<file path="src/pkg/cmmc_pkg.sv">
package cmmc_pkg;
	// register offsets on the documented register port
	localparam logic [7:0] CMMC_ADDR_CTRL2    = 8'h0A;
	localparam logic [7:0] CMMC_ADDR_X_LIMIT  = 8'h0B;
	localparam logic [7:0] CMMC_ADDR_Y_LIMIT  = 8'h0C;
	localparam logic [7:0] CMMC_ADDR_Z_LIMIT  = 8'h0D;
	localparam logic [7:0] CMMC_RESET_VALUE   = 8'h00;

	// field positions in continuous_mode_interrupt_control
	localparam int CMMC_RATE_LSB      = 0;
	localparam int CMMC_RATE_W        = 4;
	localparam int CMMC_STBY_BIT      = 4;
	localparam int CMMC_MOTION_EN_BIT = 5;
	localparam int CMMC_DONE_EN_BIT   = 6;
	localparam int CMMC_ULP_BIT       = 7;

	// repeat_rate_sel codes
	localparam logic [3:0] CMMC_RATE_OFF   = 4'h0;
	localparam logic [3:0] CMMC_RATE_14HZ  = 4'h1;
	localparam logic [3:0] CMMC_RATE_5HZ   = 4'h2;
	localparam logic [3:0] CMMC_RATE_2P2HZ = 4'h3;
	localparam logic [3:0] CMMC_RATE_1HZ   = 4'h4;
	localparam logic [3:0] CMMC_RATE_LAST  = 4'hA;

	// repetition rates in millihertz, clock in hertz
	localparam longint CMMC_CLK_HZ      = 25000000;
	localparam longint CMMC_FREQ_14HZ   = 14000;
	localparam longint CMMC_FREQ_5HZ    = 5000;
	localparam longint CMMC_FREQ_2P2HZ  = 2200;
	localparam longint CMMC_FREQ_1HZ    = 1000;
	localparam longint CMMC_MHZ_PER_HZ  = 1000;

	// samples are 1 mG per lsb, limits 4 mG per step
	localparam int CMMC_SAMPLE_W    = 16;
	localparam int CMMC_LIMIT_SHIFT = 2;
	localparam int CMMC_AXES        = 3;

	typedef enum logic [1:0] {
		CMMC_CM_OFF       = 2'b00,
		CMMC_CM_WAIT_TICK = 2'b01,
		CMMC_CM_MEASURING = 2'b10
	} cmmc_cm_state_type;
endpackage : cmmc_pkg

</file>
<file path="src/pkg/cmmc_tick_if.sv">
`timescale 1ns/1ps
`default_nettype none
interface cmmc_tick_if;
	logic [3:0] rate_sel;
	logic       run;
	logic       tick;
	modport ctrl  (output rate_sel, output run, input tick);
	modport timer (input rate_sel, input run, output tick);
endinterface : cmmc_tick_if
`default_nettype wire

</file>
<file path="src/core/cmmc_ctrl.sv">
`timescale 1ns/1ps
`default_nettype none
// Summary of operation
// - rate code 0000 disables continuous measurement
// - motion detector idle while continuous mode off
// - periodic measurement start at selected rate
// - rates defined for output bandwidth 00
// - motion raises interrupt when enabled
// - measurement done raises interrupt when enabled
// - x limit unsigned, 4 mG steps
// - y limit unsigned, 4 mG steps
// - z limit at 0DH, unsigned, resets zero
module cmmc_ctrl
	import cmmc_pkg::*;
#(
	parameter logic [31:0] PERIOD_14HZ  = 32'((CMMC_CLK_HZ * CMMC_MHZ_PER_HZ) / CMMC_FREQ_14HZ),
	parameter logic [31:0] PERIOD_5HZ   = 32'((CMMC_CLK_HZ * CMMC_MHZ_PER_HZ) / CMMC_FREQ_5HZ),
	parameter logic [31:0] PERIOD_2P2HZ = 32'((CMMC_CLK_HZ * CMMC_MHZ_PER_HZ) / CMMC_FREQ_2P2HZ),
	parameter logic [31:0] PERIOD_1HZ   = 32'((CMMC_CLK_HZ * CMMC_MHZ_PER_HZ) / CMMC_FREQ_1HZ)
)(
	input  wire logic        core_clk,
	input  wire logic        rstn,
	input  wire logic        reg_wr,
	input  wire logic [7:0]  reg_addr,
	input  wire logic [7:0]  reg_wdata,
	input  wire logic [2:0]  axis_inhibit,
	input  wire logic        meas_done,
	input  wire logic        sample_valid,
	input  wire logic [15:0] sample_x,
	input  wire logic [15:0] sample_y,
	input  wire logic [15:0] sample_z,
	output var  logic        meas_start,
	output var  logic        cm_active,
	output var  logic        motion_detected,
	output var  logic        int_out,
	output var  logic        factory_low_power_sel,
	output var  logic        force_standby
);
	logic [3:0]        repeat_rate_sel;
	logic              motion_irq_enable;
	logic              done_irq_enable;
	logic [7:0]        x_motion_limit;
	logic [7:0]        y_motion_limit;
	logic [7:0]        z_motion_limit;
	logic              rate_valid;
	cmmc_cm_state_type state;
	cmmc_cm_state_type next_state;
	logic [15:0]       sample [CMMC_AXES];
	logic [15:0]       prev_sample [CMMC_AXES];
	logic [7:0]        limit [CMMC_AXES];
	logic [2:0]        exceed;
	logic              have_prev;
	logic              motion_hit;

	cmmc_tick_if tk ();

	assign sample[0] = sample_x;
	assign sample[1] = sample_y;
	assign sample[2] = sample_z;
	assign limit[0]  = x_motion_limit;
	assign limit[1]  = y_motion_limit;
	assign limit[2]  = z_motion_limit;

	// reserved codes are treated like off
	assign rate_valid  = repeat_rate_sel != CMMC_RATE_OFF
		&& repeat_rate_sel <= CMMC_RATE_LAST;
	assign tk.rate_sel = repeat_rate_sel;
	assign tk.run      = rate_valid;

	cmmc_rate_timer #(
		.PERIOD_14HZ  (PERIOD_14HZ),
		.PERIOD_5HZ   (PERIOD_5HZ),
		.PERIOD_2P2HZ (PERIOD_2P2HZ),
		.PERIOD_1HZ   (PERIOD_1HZ)
	) u_timer (
		.core_clk (core_clk),
		.rstn     (rstn),
		.tk       (tk)
	);

	// continuous_mode_interrupt_control
	always_ff @(posedge core_clk or negedge rstn)
	begin
		if (!rstn)
		begin
			repeat_rate_sel       <= CMMC_RESET_VALUE[3:0];
			force_standby         <= 1'b0;
			motion_irq_enable     <= 1'b0;
			done_irq_enable       <= 1'b0;
			factory_low_power_sel <= 1'b0;
		end
		else if (reg_wr && reg_addr == CMMC_ADDR_CTRL2)
		begin
			repeat_rate_sel       <= reg_wdata[CMMC_RATE_LSB +: CMMC_RATE_W];
			force_standby         <= reg_wdata[CMMC_STBY_BIT];
			motion_irq_enable     <= reg_wdata[CMMC_MOTION_EN_BIT];
			done_irq_enable       <= reg_wdata[CMMC_DONE_EN_BIT];
			factory_low_power_sel <= reg_wdata[CMMC_ULP_BIT];
		end
	end

	// motion limits, unsigned 4 mG per step
	always_ff @(posedge core_clk or negedge rstn)
	begin
		if (!rstn)
		begin
			x_motion_limit <= CMMC_RESET_VALUE;
			y_motion_limit <= CMMC_RESET_VALUE;
			z_motion_limit <= CMMC_RESET_VALUE;
		end
		else if (reg_wr)
		begin
			if (reg_addr == CMMC_ADDR_X_LIMIT)
				x_motion_limit <= reg_wdata;
			if (reg_addr == CMMC_ADDR_Y_LIMIT)
				y_motion_limit <= reg_wdata;
			if (reg_addr == CMMC_ADDR_Z_LIMIT)
				z_motion_limit <= reg_wdata;
		end
	end

	// a tick while a measurement is still in flight is dropped
	always_comb
	begin
		next_state = state;
		unique case (state)
			CMMC_CM_OFF:
				if (rate_valid)
					next_state = CMMC_CM_WAIT_TICK;
			CMMC_CM_WAIT_TICK:
				if (!rate_valid)
					next_state = CMMC_CM_OFF;
				else if (tk.tick)
					next_state = CMMC_CM_MEASURING;
			CMMC_CM_MEASURING:
				if (!rate_valid)
					next_state = CMMC_CM_OFF;
				else if (meas_done)
					next_state = CMMC_CM_WAIT_TICK;
			default:
				next_state = CMMC_CM_OFF;
		endcase
	end

	always_ff @(posedge core_clk or negedge rstn)
	begin
		if (!rstn)
		begin
			state      <= CMMC_CM_OFF;
			meas_start <= 1'b0;
			cm_active  <= 1'b0;
		end
		else
		begin
			state      <= next_state;
			meas_start <= state == CMMC_CM_WAIT_TICK && rate_valid && tk.tick;
			cm_active  <= rate_valid;
		end
	end

	// per axis change against the previous continuous sample
	genvar i;
	generate
		for (i = 0; i < CMMC_AXES; i++)
		begin : g_axis
			logic [16:0] diff;
			logic [16:0] mag;
			assign diff = 17'($signed(sample[i])) - 17'($signed(prev_sample[i]));
			assign mag  = diff[16] ? 17'(-diff) : diff;
			assign exceed[i] = !axis_inhibit[i]
				&& mag > {7'h00, limit[i], 2'h0};
			always_ff @(posedge core_clk or negedge rstn)
			begin
				if (!rstn)
					prev_sample[i] <= 16'h0000;
				else if (sample_valid && rate_valid)
					prev_sample[i] <= sample[i];
			end
		end
	endgenerate

	assign motion_hit = sample_valid && rate_valid && have_prev && |exceed;

	// first sample after enabling only seeds the reference
	always_ff @(posedge core_clk or negedge rstn)
	begin
		if (!rstn)
			have_prev <= 1'b0;
		else if (!rate_valid)
			have_prev <= 1'b0;
		else if (sample_valid)
			have_prev <= 1'b1;
	end

	always_ff @(posedge core_clk or negedge rstn)
	begin
		if (!rstn)
		begin
			motion_detected <= 1'b0;
			int_out         <= 1'b0;
		end
		else
		begin
			motion_detected <= motion_hit;
			int_out         <= (motion_hit && motion_irq_enable)
				|| (meas_done && done_irq_enable);
		end
	end
endmodule : cmmc_ctrl
`default_nettype wire

</file>
<file path="src/core/cmmc_rate_timer.sv">
`timescale 1ns/1ps
`default_nettype none
module cmmc_rate_timer
	import cmmc_pkg::*;
#(
	parameter logic [31:0] PERIOD_14HZ  = 32'h0,
	parameter logic [31:0] PERIOD_5HZ   = 32'h0,
	parameter logic [31:0] PERIOD_2P2HZ = 32'h0,
	parameter logic [31:0] PERIOD_1HZ   = 32'h0
)(
	input  wire logic  core_clk,
	input  wire logic  rstn,
	cmmc_tick_if.timer tk
);
	logic [31:0] period;
	logic [31:0] count;
	logic [3:0]  last_rate;

	// lower rates halve from 1 Hz per code step
	always_comb
	begin
		unique case (tk.rate_sel)
			CMMC_RATE_14HZ:  period = PERIOD_14HZ;
			CMMC_RATE_5HZ:   period = PERIOD_5HZ;
			CMMC_RATE_2P2HZ: period = PERIOD_2P2HZ;
			default:         period = PERIOD_1HZ << (tk.rate_sel - CMMC_RATE_1HZ);
		endcase
	end

	// periods are fixed, independent of output bandwidth
	always_ff @(posedge core_clk or negedge rstn)
	begin
		if (!rstn)
		begin
			count     <= 32'h0;
			tk.tick   <= 1'b0;
			last_rate <= 4'h0;
		end
		else
		begin
			last_rate <= tk.rate_sel;
			if (!tk.run || last_rate != tk.rate_sel)
			begin
				count   <= 32'h0;
				tk.tick <= 1'b0;
			end
			else if (count >= period - 32'h1)
			begin
				count   <= 32'h0;
				tk.tick <= 1'b1;
			end
			else
			begin
				count   <= count + 32'h1;
				tk.tick <= 1'b0;
			end
		end
	end
endmodule : cmmc_rate_timer
`default_nettype wire

</file>
<file path="config.mk">
export PLATFORM = sky130hd
export DESIGN_NAME = cmmc_ctrl
export DESIGN_NICKNAME = d
export VERILOG_FILES = /design/src/pkg/cmmc_pkg.sv /design/src/pkg/cmmc_tick_if.sv /design/src/core/cmmc_ctrl.sv /design/src/core/cmmc_rate_timer.sv
export SDC_FILE = /design/constraint.sdc
export NUM_CORES = 1
export LEC_CHECK = 0
export ABC_CLOCK_PERIOD_IN_PS = 5500
export BUFFER_PORTS_ARGS = -buffer_cell sky130_fd_sc_hd__buf_2
export CAP_MARGIN = 10
export CORE_MARGIN = 4
export CORE_UTILIZATION = 50
export DETAILED_ROUTE_END_ITERATION = 8
export GPL_TIMING_DRIVEN = 0
export HOLD_SLACK_MARGIN = 0.06
export PLACE_DENSITY_LB_ADDON = 0.12
export SLEW_MARGIN = 10
export SYNTH_ARGS = -nofsm -noshare
export SYNTH_HDL_FRONTEND = slang
export SYNTH_SLANG_ARGS = --single-unit
export TNS_END_PERCENT = 20
</file>
<file path="constraint.sdc">
create_clock -name core_clk -period 5.5 [get_ports core_clk]
set_input_delay 1.1 -clock core_clk [delete_from_list [all_inputs] [get_ports core_clk]]
set_output_delay 1.1 -clock core_clk [all_outputs]
set_load 0.005 [all_outputs]
</file>
==> metrics.txt <==
final std cells w/o fill 1711; Clk network pwr share 16.8%; max cap viols 0; worst-skew pair later-pin latency 0.43 ns; Hold Crit Class reg -> reg; Die Y 158 um; Post-route DRC 0; layout cells sized above 1 17.0%; Starting Density 51.0%; worst hold slack 0.379 ns; clock buffer depth 2; post-layout minimum cycle time 5.30 ns; syn_nets 1504; Commonest cells post-synth 124 x dfrtp_1, 113 x ha_1, 101 x inv_1; ys flop type dfrtp_1; Routed WL 28400 um; clock skew 0.0132 ns; Yosys top cell by area dfrtp_1; CTS tree built; Internal 3.74 mW; Synth Area in Adders 13.2%; initial antenna violation count 2; Max Freq 189 MHz; r2r setup slk 0.48 ns; Die ar. 24900 um2; area of placed instances 12000 um2; multiplexer area fraction after synthesis 7.25%; fin area 12800 um2; Fin Setup TNS 0 ns; final max-slew violation count 0; Synth area leaders dfrtp_1 28%, ha_1 13%, mux2_2 6.5%; Synth Warn # 0; Seq/Total Area, Yosys 27.7%; CTS Buf Count 17; row count 54; clk root buf clkbuf_16; worst setup margin 0.203 ns; CP Launch Type primary input; CP arrival 5.54 ns; RSZ-0062 raised after global routing true; Synth Area in Simple Gates 20.6%; CP Data Required Time 5.75 ns; leakage 5.93 nW; sw frac 45.6%; post-DR wirelength/cell 16.6 um; Fin. Hold Viols 0; Core ar. 22000 um2; Seq pwr share 17.6%; crit path kind in -> reg; gr usage total 22.7%; number of buffers added on ports 77; largest net degree at the start of global routing 87; H-Tree Depth 4; synthesized area 11200 um2; dpl ws -1.12 ns; Worst Tran Pin Value 1.07 ns; crit path max fanout 8; Reg clk slew, reported paths 0.06 ns; synthesized area per cell 8.51 um2; Initial DRC Count 543; status completed; first-pass GRT wire length 46400 um; DP Cell Count 1674; VDD IR max 0.331 mV; Final Core Density 58.2%; clk sink count 124; CP Capture Type register; post-synthesis compound-gate area fraction 18.6%; post-DP HPWL 21500 um; P_sw 3.14 mW; Power, Total 6.88 mW; number of global-route vias before repair 9508; Distinct cells, synth 80; power per cell area 538 nW/um2; post-synthesis async set-or-reset flop share 100%; Vias/cell 5.84; Yosys top cell area share 27.7%; Final ANT Viol Nets 0; Pre-Repair DR Iteration Count 5; EDFF count, synth 0; # setup viols final 0; vias 9995; Slew headroom 28.1%; Area Overhead vs Synth 14.2%; XOR/XNOR share of the synthesized area 7.35%; ANT cells 0; Gate power share 65.6%; routability cong. 0.923; Final period util 96.3%; layout net count 1606; Post-Syn Instances 1316; main combinational cell family by area after synthesis simple AND/OR/NAND/NOR gates; most common cell in the netlist dfrtp_1; I/O pin count 78; Congestion Overflow GR 0; Die Width 158 um; Yosys reg bits 124
-- per-layer routing --
layer / part of all wire (%) / vias to the layer above / track usage [%]
met5: 0.070 / - / 0
met4: 1.7 / 4 / 6.23
met3: 4.5 / 44 / 4.29
met2: 46 / 197 / 36.5
met1: 48 / 4768 / 31.5
li1: - / 4982 / -
-- cells in the final DEF (no fill, tap or decap), types with 12 or more instances in the layout --
cell	n
nand2_1	90
inv_1	101
a21oi_1	92
nor2b_1	24
nor4_1	25
nand2b_1	24
o21ai_0	70
buf_4	12
o22ai_1	12
dfrtp_1	123
nand4_1	21
ha_1	111
clkbuf_1	32
xnor2_1	43
mux2_2	65
nor3_1	23
nand3_1	40
nor2_1	83
xor2_1	51
clkbuf_16	17
o21a_1	13
buf_2	82
a21o_1	27
and3_1	17
-- logic make-up after synthesis --
| group | count (synthesis) |
|---|---|
| compound gates | 325 |
| xor+xnor | 94 |
| fa+ha+maj | 116 |
| buf+inv | 156 |
| flops | 124 |
| mux | 73 |
| simple gates | 428 |
-- sequential cells by signal (all words and copies together) (netlist names) --
register / flops
prev_sample: 48
u_timer.count: 32
x_motion_limit: 8
y_motion_limit: 8
z_motion_limit: 8
repeat_rate_sel: 4
u_timer.last_rate: 4
state: 2
cm_active: 1
done_irq_enable: 1
factory_low_power_sel: 1
force_standby: 1
have_prev: 1
int_out: 1
meas_start: 1
motion_detected: 1
motion_irq_enable: 1
u_timer.tk.tick: 1
-- layout make-up --
| cell class | instances | area [um2] |
|---|---|---|
| fillers | 2050 | 9170 |
| clock inverters | 13 | 143 |
| well taps | 280 | 350 |
| inverters | 103 | 389 |
| flip-flops and latches | 124 | 3100 |
| clock buffers | 19 | 453 |
| repair buffers | 88 | 494 |
| multi-input cells | 1036 | 7640 |
| plain buffers | 48 | 213 |
-- power by group through the flow --
stage                     registers, mW  clock network [mW]  logic, mW
after CTS                          1.21                1.18       4.38
after floorplan                    1.20                   0       3.49
after global routing               1.23                1.22       5.12
after detailed placement           1.23                   0       4.34
after global placement             1.21                   0       4.26
final                              1.21                1.15       4.52
-- critical path, cell delays in order --
cell	delay, ns
buf_2	0.08
inv_1	0.05
ha_1	0.23
fa_1	0.41
nand2b_1	0.23
a211oi_4	0.29
a211oi_1	0.18
a22oi_1	0.26
a31o_2	0.32
nor2b_1	0.08
xor2_1	0.15
ha_1	0.29
nor2b_1	0.13
o21a_1	0.16
o21a_1	0.15
o21ai_0	0.15
nand2b_1	0.08
a21oi_1	0.16
o21ai_0	0.11
o2bb2ai_1	0.19
o2111ai_2	0.20
a221oi_2	0.36
o31ai_1	0.19
-- repair_timing --
action                                  CTS  global route
pin swaps                                 0             5
endpoints found under the setup margin   35            35
gates resized for setup                  20            30
setup buffers                             0            10
hold buffers                              0             0
-- path summary, 6_finish.rpt --
| check | startpoint | cells after the start | to |
|---|---|---|---|
| max | sample_x[0] | 23 | int_out$_DFF_PN0_ |
| min | repeat_rate_sel[1]$_DFFE_PN0P_ | 0 | u_timer.last_rate[1]$_DFF_PN0_ |
| max reg2reg | repeat_rate_sel[2]$_DFFE_PN0P_ | 26 | u_timer.count[29]$_DFF_PN0_ |
| min reg2reg | repeat_rate_sel[1]$_DFFE_PN0P_ | 0 | u_timer.last_rate[1]$_DFF_PN0_ |
| max in group asynchronous | rstn | 2 | prev_sample[47]$_DFFE_PN0P_ |
| min in group asynchronous | rstn | 1 | u_timer.count[9]$_DFF_PN0_ |
No activity file was read; power rests on OpenSTA's default activity.
